`src/pwte_pkg.sv`:
```
// constants, types and timing for the reader wait-time-extension engine
// Functional notes
// - reader answers S(WTX) echoing the multiplier in INF bits b6..b1.
// - after the WTX response wait WTXM x 256 x 16 fc x 2^FWI.
// - character gaps up to the 19 us extra guard time are not errors.
// - response time runs from end of received frame to start of sent frame.
// - a card I-block answer inside the waiting time goes up to the host.
// - after a completed exchange the next I-block uses the toggled block number.
// - sending a new I-block restarts the timer with the normal FWT.
// - on a mute card R(NAK) is sent only once the FWT has fully run out.
// - FWI values up to 14 give correct normal and extended times.
// - multipliers up to 59 are echoed and scaled correctly.
// - NAK for block 0 is B2, or BA plus CID byte, then CRC.
package pwte_pkg;
    // clock and carrier rates in kHz drive the fc tick accumulator
    localparam int CLK_KHZ = 125000;
    localparam int FC_KHZ = 13560;
    localparam logic [16:0] ACC_MOD = 17'(CLK_KHZ);
    localparam logic [16:0] ACC_STEP = 17'(FC_KHZ);
    // character time plus largest extra guard time, in ns
    localparam int EGT_MAX_NS = 19000;
    localparam int CHAR_NS = 94400;
    localparam int CLK_PER_US = CLK_KHZ / 1000;
    localparam int GAP_LIMIT_CYC = ((CHAR_NS + EGT_MAX_NS) * CLK_PER_US + 999)
        / 1000;
    localparam int GAP_W = 16;
    // waiting time unit 256 x 16 carrier periods
    localparam logic [31:0] FWT_UNIT_FC = 32'(256 * 16);
    localparam logic [3:0] FWI_MAX = 4'he;
    localparam int WTXM_W = 6;
    localparam int FRT_W = 24;
    // block control bytes
    localparam logic [7:0] PCB_I = 8'h02;
    localparam logic [7:0] PCB_I_MSK = 8'he2;
    localparam logic [7:0] PCB_WTX = 8'hf2;
    localparam logic [7:0] PCB_WTX_MSK = 8'hf7;
    localparam logic [7:0] PCB_NAK = 8'hb2;
    localparam logic [7:0] PCB_CID_BIT = 8'h08;
    localparam logic [7:0] PCB_BN_BIT = 8'h01;
    localparam int PCB_CID_POS = 3;
    localparam int PCB_BN_POS = 0;
    // response buffer word: {err, last, data}
    localparam int RSP_W = 10;
    localparam int RSP_DEPTH = 16;
    localparam int RSP_ERR_BIT = 9;
    localparam int RSP_LAST_BIT = 8;
    typedef enum logic [2:0] {
        S_IDLE, S_TXHDR, S_TXCMD, S_TXEND, S_WAIT, S_RX
    } pwte_state_t;
    typedef enum logic [1:0] {K_I, K_WTX, K_NAK} pwte_kind_t;
endpackage

```
`src/pwte_core.sv`:
```
// reader block engine: I-block send, WTX answer, frame waiting timer, NAK
`timescale 1ns/1ns
`default_nettype none
module pwte_core
    import pwte_pkg::*;
#(
    parameter int GAP_LIMIT = GAP_LIMIT_CYC
)
(
    input wire logic clk,
    input wire logic nrst,
    input wire logic ce,
    input wire logic [3:0] fwi,
    input wire logic cid_en,
    input wire logic [3:0] cid,
    input wire logic cmd_valid,
    input wire logic [7:0] cmd_data,
    input wire logic cmd_last,
    output logic cmd_ready,
    output logic tx_valid,
    output logic [7:0] tx_data,
    output logic tx_last,
    input wire logic tx_ready,
    input wire logic tx_sof,
    input wire logic tx_eof,
    input wire logic rx_sof,
    input wire logic rx_valid,
    input wire logic [7:0] rx_data,
    input wire logic rx_last,
    input wire logic rx_err,
    output logic rx_ready,
    output logic rsp_valid,
    output logic [7:0] rsp_data,
    output logic rsp_last,
    output logic rsp_err,
    input wire logic rsp_ready,
    output logic block_num,
    output logic wtx_active,
    output logic [WTXM_W-1:0] wtxm,
    output logic fwt_expired,
    output logic [FRT_W-1:0] frt_cycles,
    output logic busy
);
    localparam logic [GAP_W-1:0] GAP_END = GAP_W'(GAP_LIMIT - 1);

    pwte_state_t state_ff, nxt_state;
    pwte_kind_t kind_ff, nxt_kind;
    logic [1:0] txi_ff, nxt_txi, rxi_ff, nxt_rxi;
    logic tx_valid_ff, nxt_tx_valid, tx_last_ff, nxt_tx_last;
    logic [7:0] tx_data_ff, nxt_tx_data, pcb_ff, nxt_pcb;
    logic cmd_ready_ff, nxt_cmd_ready;
    logic bn_ff, nxt_bn, wtx_ff, nxt_wtx, exp_ff, nxt_exp;
    logic busy_ff, nxt_busy;
    logic [WTXM_W-1:0] wtxm_ff, nxt_wtxm;
    logic [16:0] acc_ff, nxt_acc;
    logic [17:0] acc_sum;
    logic [31:0] cnt_ff, nxt_cnt, lim_ff, nxt_lim, fwt_norm, fwt_temp;
    logic [GAP_W-1:0] gap_ff, nxt_gap;
    logic frt_run_ff, nxt_frt_run;
    logic [FRT_W-1:0] frt_cnt_ff, nxt_frt_cnt, frt_ff, nxt_frt;
    logic [3:0] fwi_eff;
    logic fc_tick, slot, rx_take, fifo_ready, push;
    logic [7:0] pcb_cur, tx_pcb, hdr_byte;
    logic has_cid, data_pos, is_i, is_wtx, hdr_end, hdr_last;
    logic [RSP_W-1:0] rsp_word;

    assign cmd_ready = cmd_ready_ff;
    assign tx_valid = tx_valid_ff;
    assign tx_data = tx_data_ff;
    assign tx_last = tx_last_ff;
    assign rx_ready = fifo_ready;
    assign block_num = bn_ff;
    assign wtx_active = wtx_ff;
    assign wtxm = wtxm_ff;
    assign fwt_expired = exp_ff;
    assign frt_cycles = frt_ff;
    assign busy = busy_ff;
    assign rsp_data = rsp_word[7:0];
    assign rsp_last = rsp_word[RSP_LAST_BIT];
    assign rsp_err = rsp_word[RSP_ERR_BIT];

    pwte_fifo #(
        .W(RSP_W),
        .DEPTH(RSP_DEPTH)
    ) u_rsp_fifo (
        .clk(clk),
        .nrst(nrst),
        .ce(ce),
        .in_valid(push),
        .in_data({rx_err && rx_last, rx_last, rx_data}),
        .in_ready(fifo_ready),
        .out_valid(rsp_valid),
        .out_data(rsp_word),
        .out_ready(rsp_ready)
    );

    always_comb
    begin
        // waiting times in carrier periods, 32 bits hold 59 x 2^26
        fwi_eff = (fwi > FWI_MAX) ? FWI_MAX : fwi;
        fwt_norm = FWT_UNIT_FC << fwi_eff;
        fwt_temp = fwt_norm * 32'(wtxm_ff);
        // spare top bit: the sum passes the 17-bit range before the wrap
        acc_sum = {1'b0, acc_ff} + {1'b0, ACC_STEP};
        fc_tick = acc_sum >= {1'b0, ACC_MOD};
        nxt_acc = fc_tick ? 17'(acc_sum - {1'b0, ACC_MOD})
            : acc_sum[16:0];
        slot = !tx_valid_ff || tx_ready;
        rx_take = rx_valid && fifo_ready;
        pcb_cur = (rxi_ff == 2'd0) ? rx_data : pcb_ff;
        has_cid = pcb_cur[PCB_CID_POS];
        data_pos = rxi_ff > {1'b0, has_cid};
        is_i = (pcb_cur & PCB_I_MSK) == PCB_I;
        is_wtx = (pcb_cur & PCB_WTX_MSK) == PCB_WTX;
        push = (state_ff == S_RX) && rx_valid && is_i && data_pos;
        // outgoing control byte per frame kind
        case (kind_ff)
            K_I: tx_pcb = PCB_I | (bn_ff ? PCB_BN_BIT : 8'h00);
            K_WTX: tx_pcb = PCB_WTX;
            K_NAK: tx_pcb = PCB_NAK | (bn_ff ? PCB_BN_BIT : 8'h00);
            default: tx_pcb = PCB_NAK;
        endcase
        if (cid_en)
            tx_pcb = tx_pcb | PCB_CID_BIT;
        hdr_end = (txi_ff == 2'd0 && !cid_en) || (txi_ff == 2'd1 && cid_en);
        if (txi_ff == 2'd0)
            hdr_byte = tx_pcb;
        else if (txi_ff == 2'd1 && cid_en)
            hdr_byte = {4'h0, cid};
        else
            hdr_byte = {2'b00, wtxm_ff};
        case (kind_ff)
            K_NAK: hdr_last = hdr_end;
            K_WTX: hdr_last = txi_ff != 2'd0 && !(txi_ff == 2'd1 && cid_en);
            default: hdr_last = 1'b0;
        endcase

        nxt_state = state_ff;
        nxt_kind = kind_ff;
        nxt_txi = txi_ff;
        nxt_rxi = rxi_ff;
        nxt_tx_valid = tx_valid_ff && !tx_ready;
        nxt_tx_data = tx_data_ff;
        nxt_tx_last = tx_last_ff;
        nxt_pcb = pcb_ff;
        nxt_bn = bn_ff;
        nxt_wtx = wtx_ff;
        nxt_wtxm = wtxm_ff;
        nxt_exp = 1'b0;
        nxt_cnt = cnt_ff;
        nxt_lim = lim_ff;
        nxt_gap = gap_ff;

        case (state_ff)
            S_IDLE:
            begin
                if (cmd_valid)
                begin
                    nxt_kind = K_I;
                    nxt_txi = 2'd0;
                    nxt_state = S_TXHDR;
                end
            end
            S_TXHDR:
            begin
                if (slot)
                begin
                    nxt_tx_valid = 1'b1;
                    nxt_tx_data = hdr_byte;
                    nxt_tx_last = hdr_last;
                    nxt_txi = txi_ff + 2'd1;
                    if (hdr_last)
                        nxt_state = S_TXEND;
                    else if (kind_ff == K_I && hdr_end)
                        nxt_state = S_TXCMD;
                end
            end
            S_TXCMD:
            begin
                if (cmd_ready_ff && cmd_valid)
                begin
                    nxt_tx_valid = 1'b1;
                    nxt_tx_data = cmd_data;
                    nxt_tx_last = cmd_last;
                    if (cmd_last)
                        nxt_state = S_TXEND;
                end
            end
            S_TXEND:
            begin
                // timer starts at the end of our own frame
                if (tx_eof)
                begin
                    nxt_cnt = '0;
                    // restart tick phase so the wait never ends a tick early
                    nxt_acc = '0;
                    nxt_wtx = kind_ff == K_WTX;
                    nxt_lim = (kind_ff == K_WTX) ? fwt_temp : fwt_norm;
                    nxt_state = S_WAIT;
                end
            end
            S_WAIT:
            begin
                if (fc_tick)
                    nxt_cnt = cnt_ff + 32'd1;
                if (rx_sof)
                begin
                    nxt_wtx = 1'b0;
                    nxt_rxi = 2'd0;
                    nxt_gap = '0;
                    nxt_state = S_RX;
                end
                else if (cnt_ff >= lim_ff)
                begin
                    nxt_exp = 1'b1;
                    nxt_kind = K_NAK;
                    nxt_txi = 2'd0;
                    nxt_state = S_TXHDR;
                end
            end
            S_RX:
            begin
                nxt_gap = gap_ff + 1'b1;
                if (rx_take)
                begin
                    nxt_gap = '0;
                    if (rxi_ff != 2'd2)
                        nxt_rxi = rxi_ff + 2'd1;
                    if (rxi_ff == 2'd0)
                        nxt_pcb = rx_data;
                    if (is_wtx && data_pos)
                        nxt_wtxm = rx_data[WTXM_W-1:0];
                    if (rx_last)
                    begin
                        nxt_txi = 2'd0;
                        nxt_state = S_TXHDR;
                        nxt_kind = K_NAK;
                        if (rx_err)
                            nxt_kind = K_NAK;
                        else if (is_i && pcb_cur[PCB_BN_POS] == bn_ff)
                        begin
                            nxt_bn = !bn_ff;
                            nxt_state = S_IDLE;
                        end
                        else if (is_wtx && data_pos &&
                                 rx_data[WTXM_W-1:0] != '0)
                            nxt_kind = K_WTX;
                    end
                end
                else if (gap_ff >= GAP_END)
                begin
                    // silence past char time plus max guard time
                    nxt_kind = K_NAK;
                    nxt_txi = 2'd0;
                    nxt_state = S_TXHDR;
                end
            end
            default:
                nxt_state = S_IDLE;
        endcase
        nxt_cmd_ready = (nxt_state == S_TXCMD) && !nxt_tx_valid;
        nxt_busy = nxt_state != S_IDLE;
    end

    // response time from end of received frame to start of next sent frame
    always_comb
    begin
        nxt_frt_run = frt_run_ff;
        nxt_frt_cnt = frt_cnt_ff;
        nxt_frt = frt_ff;
        if (frt_run_ff && frt_cnt_ff != '1)
            nxt_frt_cnt = frt_cnt_ff + 1'b1;
        if (frt_run_ff && tx_sof)
        begin
            nxt_frt = frt_cnt_ff;
            nxt_frt_run = 1'b0;
        end
        if (state_ff == S_RX && rx_take && rx_last)
        begin
            nxt_frt_run = 1'b1;
            nxt_frt_cnt = '0;
        end
    end

    always_ff @(posedge clk or negedge nrst)
    begin
        if (!nrst)
        begin
            state_ff <= S_IDLE;
            kind_ff <= K_I;
            txi_ff <= '0;
            rxi_ff <= '0;
            tx_valid_ff <= 1'b0;
            tx_data_ff <= '0;
            tx_last_ff <= 1'b0;
            pcb_ff <= '0;
            cmd_ready_ff <= 1'b0;
            bn_ff <= 1'b0;
            wtx_ff <= 1'b0;
            wtxm_ff <= '0;
            exp_ff <= 1'b0;
            busy_ff <= 1'b0;
            acc_ff <= '0;
            cnt_ff <= '0;
            lim_ff <= '0;
            gap_ff <= '0;
            frt_run_ff <= 1'b0;
            frt_cnt_ff <= '0;
            frt_ff <= '0;
        end
        else if (ce)
        begin
            state_ff <= nxt_state;
            kind_ff <= nxt_kind;
            txi_ff <= nxt_txi;
            rxi_ff <= nxt_rxi;
            tx_valid_ff <= nxt_tx_valid;
            tx_data_ff <= nxt_tx_data;
            tx_last_ff <= nxt_tx_last;
            pcb_ff <= nxt_pcb;
            cmd_ready_ff <= nxt_cmd_ready;
            bn_ff <= nxt_bn;
            wtx_ff <= nxt_wtx;
            wtxm_ff <= nxt_wtxm;
            exp_ff <= nxt_exp;
            busy_ff <= nxt_busy;
            acc_ff <= nxt_acc;
            cnt_ff <= nxt_cnt;
            lim_ff <= nxt_lim;
            gap_ff <= nxt_gap;
            frt_run_ff <= nxt_frt_run;
            frt_cnt_ff <= nxt_frt_cnt;
            frt_ff <= nxt_frt;
        end
    end
endmodule
`default_nettype wire

```
`src/pwte_fifo.sv`:
```
// flip-flop fifo with valid/ready on both sides
`timescale 1ns/1ns
`default_nettype none
module pwte_fifo #(
    parameter int W = 10,
    parameter int DEPTH = 16
)
(
    input wire logic clk,
    input wire logic nrst,
    input wire logic ce,
    input wire logic in_valid,
    input wire logic [W-1:0] in_data,
    output logic in_ready,
    output logic out_valid,
    output logic [W-1:0] out_data,
    input wire logic out_ready
);
    localparam int AW = $clog2(DEPTH);
    localparam int CW = $clog2(DEPTH + 1);
    localparam logic [CW-1:0] FULL = CW'(DEPTH);
    localparam logic [AW-1:0] LAST_IDX = AW'(DEPTH - 1);

    logic [W-1:0] mem_ff [DEPTH];
    logic [W-1:0] nxt_mem [DEPTH];
    logic [AW-1:0] wr_ff, nxt_wr, rd_ff, nxt_rd;
    logic [CW-1:0] cnt_ff, nxt_cnt;
    logic in_ready_ff, nxt_in_ready, out_valid_ff, nxt_out_valid;
    logic push, pop;

    assign in_ready = in_ready_ff;
    assign out_valid = out_valid_ff;
    assign out_data = mem_ff[rd_ff];

    always_comb
    begin
        push = in_valid && in_ready_ff;
        pop = out_valid_ff && out_ready;
        nxt_mem = mem_ff;
        nxt_wr = wr_ff;
        nxt_rd = rd_ff;
        nxt_cnt = cnt_ff;
        if (push)
        begin
            nxt_mem[wr_ff] = in_data;
            nxt_wr = (wr_ff == LAST_IDX) ? '0 : wr_ff + 1'b1;
        end
        if (pop)
            nxt_rd = (rd_ff == LAST_IDX) ? '0 : rd_ff + 1'b1;
        if (push && !pop)
            nxt_cnt = cnt_ff + 1'b1;
        else if (pop && !push)
            nxt_cnt = cnt_ff - 1'b1;
        nxt_in_ready = nxt_cnt != FULL;
        nxt_out_valid = nxt_cnt != '0;
    end

    always_ff @(posedge clk or negedge nrst)
    begin
        if (!nrst)
        begin
            for (int i = 0; i < DEPTH; i++)
                mem_ff[i] <= '0;
            wr_ff <= '0;
            rd_ff <= '0;
            cnt_ff <= '0;
            in_ready_ff <= 1'b0;
            out_valid_ff <= 1'b0;
        end
        else if (ce)
        begin
            mem_ff <= nxt_mem;
            wr_ff <= nxt_wr;
            rd_ff <= nxt_rd;
            cnt_ff <= nxt_cnt;
            in_ready_ff <= nxt_in_ready;
            out_valid_ff <= nxt_out_valid;
        end
    end
endmodule
`default_nettype wire

```
`config.mk`:
```
export PLATFORM = sky130hd
export DESIGN_NAME = pwte_core
export DESIGN_NICKNAME = d
export VERILOG_FILES = /design/src/pwte_pkg.sv /design/src/pwte_core.sv /design/src/pwte_fifo.sv
export SDC_FILE = /design/constraint.sdc
export NUM_CORES = 1
export LEC_CHECK = 0
export BUFFER_PORTS_ARGS = -buffer_cell sky130_fd_sc_hd__buf_2
export CAP_MARGIN = 20
export CORE_MARGIN = 5
export CORE_UTILIZATION = 40
export DETAILED_ROUTE_END_ITERATION = 16
export PLACE_DENSITY_LB_ADDON = 0.25
export RECOVER_POWER = 100
export SYNTH_ARGS = -nofsm -noshare
export SYNTH_HDL_FRONTEND = slang
export SYNTH_SLANG_ARGS = --single-unit
```
`constraint.sdc`:
```
create_clock -name clk -period 4.1 [get_ports clk]
set_clock_uncertainty 0.1 [all_clocks]
set_input_delay 0 -clock clk [delete_from_list [all_inputs] [get_ports clk]]
set_output_delay 0 -clock clk [all_outputs]
set_load 0.005 [all_outputs]
```
==> run metrics <==
Area growth syn-to-layout=20.2%; number of warning messages in the yosys log=0; number of placement rows=82; placed insts=2678; Crit. End Element=flop; number of failing hold endpoints at the final stage=0; post-layout utilization of the core=48.8%; root buffer selected by CTS=clkbuf_16; violations in the final reports=max-capacitance violations, max-slew violations, negative setup slack; top-area cell type share of the netlist area=42.1%; source-to-sink clock delay at the later pin of the worst-skew pair=0.59 ns; worst reg2reg startpoint=wtxm[0]$_DFFE_PN0P_; outcome=finished, violations left; Die Area=0.0557 mm2; worst-path maximum fanout=5; Port Buffer Count=94; Worst R2R Setup Slack=-0.008 ns; distinct cell type count of the synthesized netlist=84; number of nets in the finished design=2273; Final period util=100%; syn avg cell area=10.9 um2; number of instances on the worst hold path=6; class of the worst hold path=in -> reg; number of enable flip-flop cells after synthesis=0; Die Height=236 um; total of flip-flops plus latches after synthesis=344; final setup slack of the worst path=-0.00776 ns; DRT iter0 DRCs=694; average wire length per cell after detail routing=18.5 um; via count of the first global-routing pass=15.6k; unrepaired setup endpoints after global routing=yes; max-slew violation total from the final report=109; grt total ovfl=0; number of detailed-route iterations in the first pass=5; Total Neg Setup Slack=-0.00776 ns; post-route antenna net violation count=0; leading register cell type out of synthesis=dfrtp_1; number of design rule violations left after detail routing=0; via count=15.1k; clock transition at the register clock pins on the worst setup and hold paths after CTS=0.06 ns; Final Instance Count excl. Fillers=2811; Peak VDD IR=310 uV; crit path time final=4.11 ns; Synth Instances=1877; largest area contributor in the synthesized netlist=dfrtp_1; overall routed net length=52100 um; post-synthesis sequential area ratio=42.1%; CTS tree=done; I/O pins=95; number of max-capacitance violations reported=1; maximum number of pins on one net before global-route repair=109; endpoint of the worst-slack reg-to-reg timing path=lim_ff[30]$_DFFE_PN0P_; via-per-instance ratio=5.36; number of clock sinks=344; Horiz. Die Dim=236 um; starting utilization of the core area=40.6%; slew of the pin with the lowest slew margin=3.00 ns; R2R depth=16; Routability Congestion=0.852; buffer levels on the longest clock path=3; number of buffers created by CTS=41; Worst Min Path Start=fwi[1]; count of filler cells inserted in the layout=4516; Pwr Density=452 mW/mm2; H-tree lvl count=2; crit path kind=reg -> reg; Arr. time, crit path=4.42 ns; ys async rst share=100%; overall global routing resource usage=18.6%; static leakage=11.6 nW; Post-Synthesis Cell Area=0.0204 mm2; max-slew headroom at the worst pin=-99.7%; setup violators final=1; f_max=0.243 GHz; initial antenna violation count=0; share of cells above drive strength 1=29.6%; Data required, critical path=4.41 ns; type of origin of the critical path=flop; end point of the most critical hold path=lim_ff[23]$_DFFE_PN0P_; placed wire-length estimate after detailed placement=36200 um; floorplan core area=0.0504 mm2; wire length of the first global-routing pass=84900 um; timing startpoint of the critical path=wtxm[0]$_DFFE_PN0P_; largest cells by area after synthesis=dfrtp_1, mux2_2, mux4_2, fa_1, ha_1
kinds of logic (layout without fill, tap and decap cells):
kind of cell	count (synthesis)	count (layout)	synth area share (%)
mux	270	270	17.5
xor+xnor	76	76	3.29
fa+ha+maj	126	126	9.77
compound gates	291	291	9.25
other cells	2	5	0.0367
buf+inv	206	465	3.85
simple gates	562	562	14.2
flops	344	344	42.1
flip-flops by register name, summed over array words and instances (netlist names), 5 cells and up:
register,cells
acc_ff,14
cnt_ff,32
frt_cnt_ff,24
frt_cycles,24
gap_ff,16
lim_ff,20
pcb_ff,8
tx_data,8
u_rsp_fifo.cnt_ff,5
u_rsp_fifo.mem_ff,160
wtxm,6
through the flow:
stage | instance area, um2 | setup WS (ns) | power, mW | hold WS (ns)
final | 24600 | -0.00776 | 11.1 | 0.0611
after global routing | 24600 | -0.185 | 11.8 | 0.114
after CTS | 24400 | -0.00388 | 11.2 | 0.0342
after detailed placement | 22400 | -0.347 | 7.43 | 0.0438
after global placement | 22400 | -0.270 | 7.35 | 0.0437
after floorplan | 20500 | -0.0395 | 6.51 | -0.396
routing by layer:
layer  up-vias  part of all wire (%)  track usage [%]
met3        79                   4.2             3.03
li1       7071                     -                -
met5         -                     0                0
met1      7644                    44             24.6
met4         0                   2.8             5.72
met2       262                    49             31.7
Yosys cell counts, types with 50 or more instances:
master    instances
and2_1           83
dfrtp_1         344
nand2_1         131
a21oi_1          62
nor2_1          121
o21ai_0          94
inv_1           124
ha_1             70
mux4_2           50
fa_1             56
mux2_2          196
clkbuf_1         66
placed cells by master, fill, tap and decap left out, types with 50 or more instances in the layout:
master / netlist / routed
a21oi_1: 62 / 59
buf_2: 4 / 75
and2_1: 83 / 69
fa_1: 56 / 53
nor2_1: 121 / 119
nand2_1: 131 / 128
dfrtp_1: 344 / 336
inv_1: 124 / 114
mux4_2: 50 / 50
buf_4: 0 / 120
mux2_2: 196 / 196
ha_1: 70 / 58
o21ai_0: 94 / 89
worst max-delay path: stages (launching register included):
cell and delay, ns:
dfrtp_2 0.44, buf_6 0.15, and2_1 0.15, fa_1 0.51, fa_1 0.55, inv_1 0.05
fa_1 0.51, inv_2 0.05, ha_4 0.26, nand4_1 0.15, buf_4 0.17, buf_4 0.12
buf_4 0.12, o21bai_2 0.20, a41oi_2 0.15, xor2_1 0.18, o22ai_1 0.10
cell type report:
class | instances | area [um2] | area share [%]
clock buffers | 57 | 1170 | 4.75
flip-flops and latches | 344 | 8620 | 35.1
multi-input cells | 1329 | 11400 | 46.3
inverters | 124 | 465 | 1.89
well taps | 672 | 841 | 3.42
diodes | 1 | 2.50 | 0.0102
repair buffers | 269 | 1910 | 7.79
clock inverters | 15 | 186 | 0.759
how the worst max path moves through the flow:
stage,to,cells after the start
after floorplan,lim_ff[30]$_DFFE_PN0P_,15
after CTS,lim_ff[29]$_DFFE_PN0P_,16
after global placement,lim_ff[29]$_DFFE_PN0P_,15
after global routing,lim_ff[24]$_DFFE_PN0P_,16
after detailed placement,lim_ff[29]$_DFFE_PN0P_,18
final,lim_ff[30]$_DFFE_PN0P_,16
power by group:
| group | switching (mW) | internal (mW) | total, mW | leakage (nW) |
|---|---|---|---|---|
| combinational | 1.69 | 1.35 | 3.04 | 6.32 |
| sequential | 0.596 | 3.80 | 4.40 | 4.61 |
| clock | 1.51 | 2.13 | 3.65 | 0.665 |
timing repair:
| item | CTS | global route |
|---|---|---|
| gates resized for setup | 42 | 44 |
| setup buffers | 15 | 6 |
| cloned | 0 | 0 |
| hold endpoints to repair | 314 | 0 |
| hold buffers | 40 | 0 |
| pin swaps | 49 | 57 |
| setup endpoints to repair | 8 | 11 |
(Power assumes the default switching activity.)
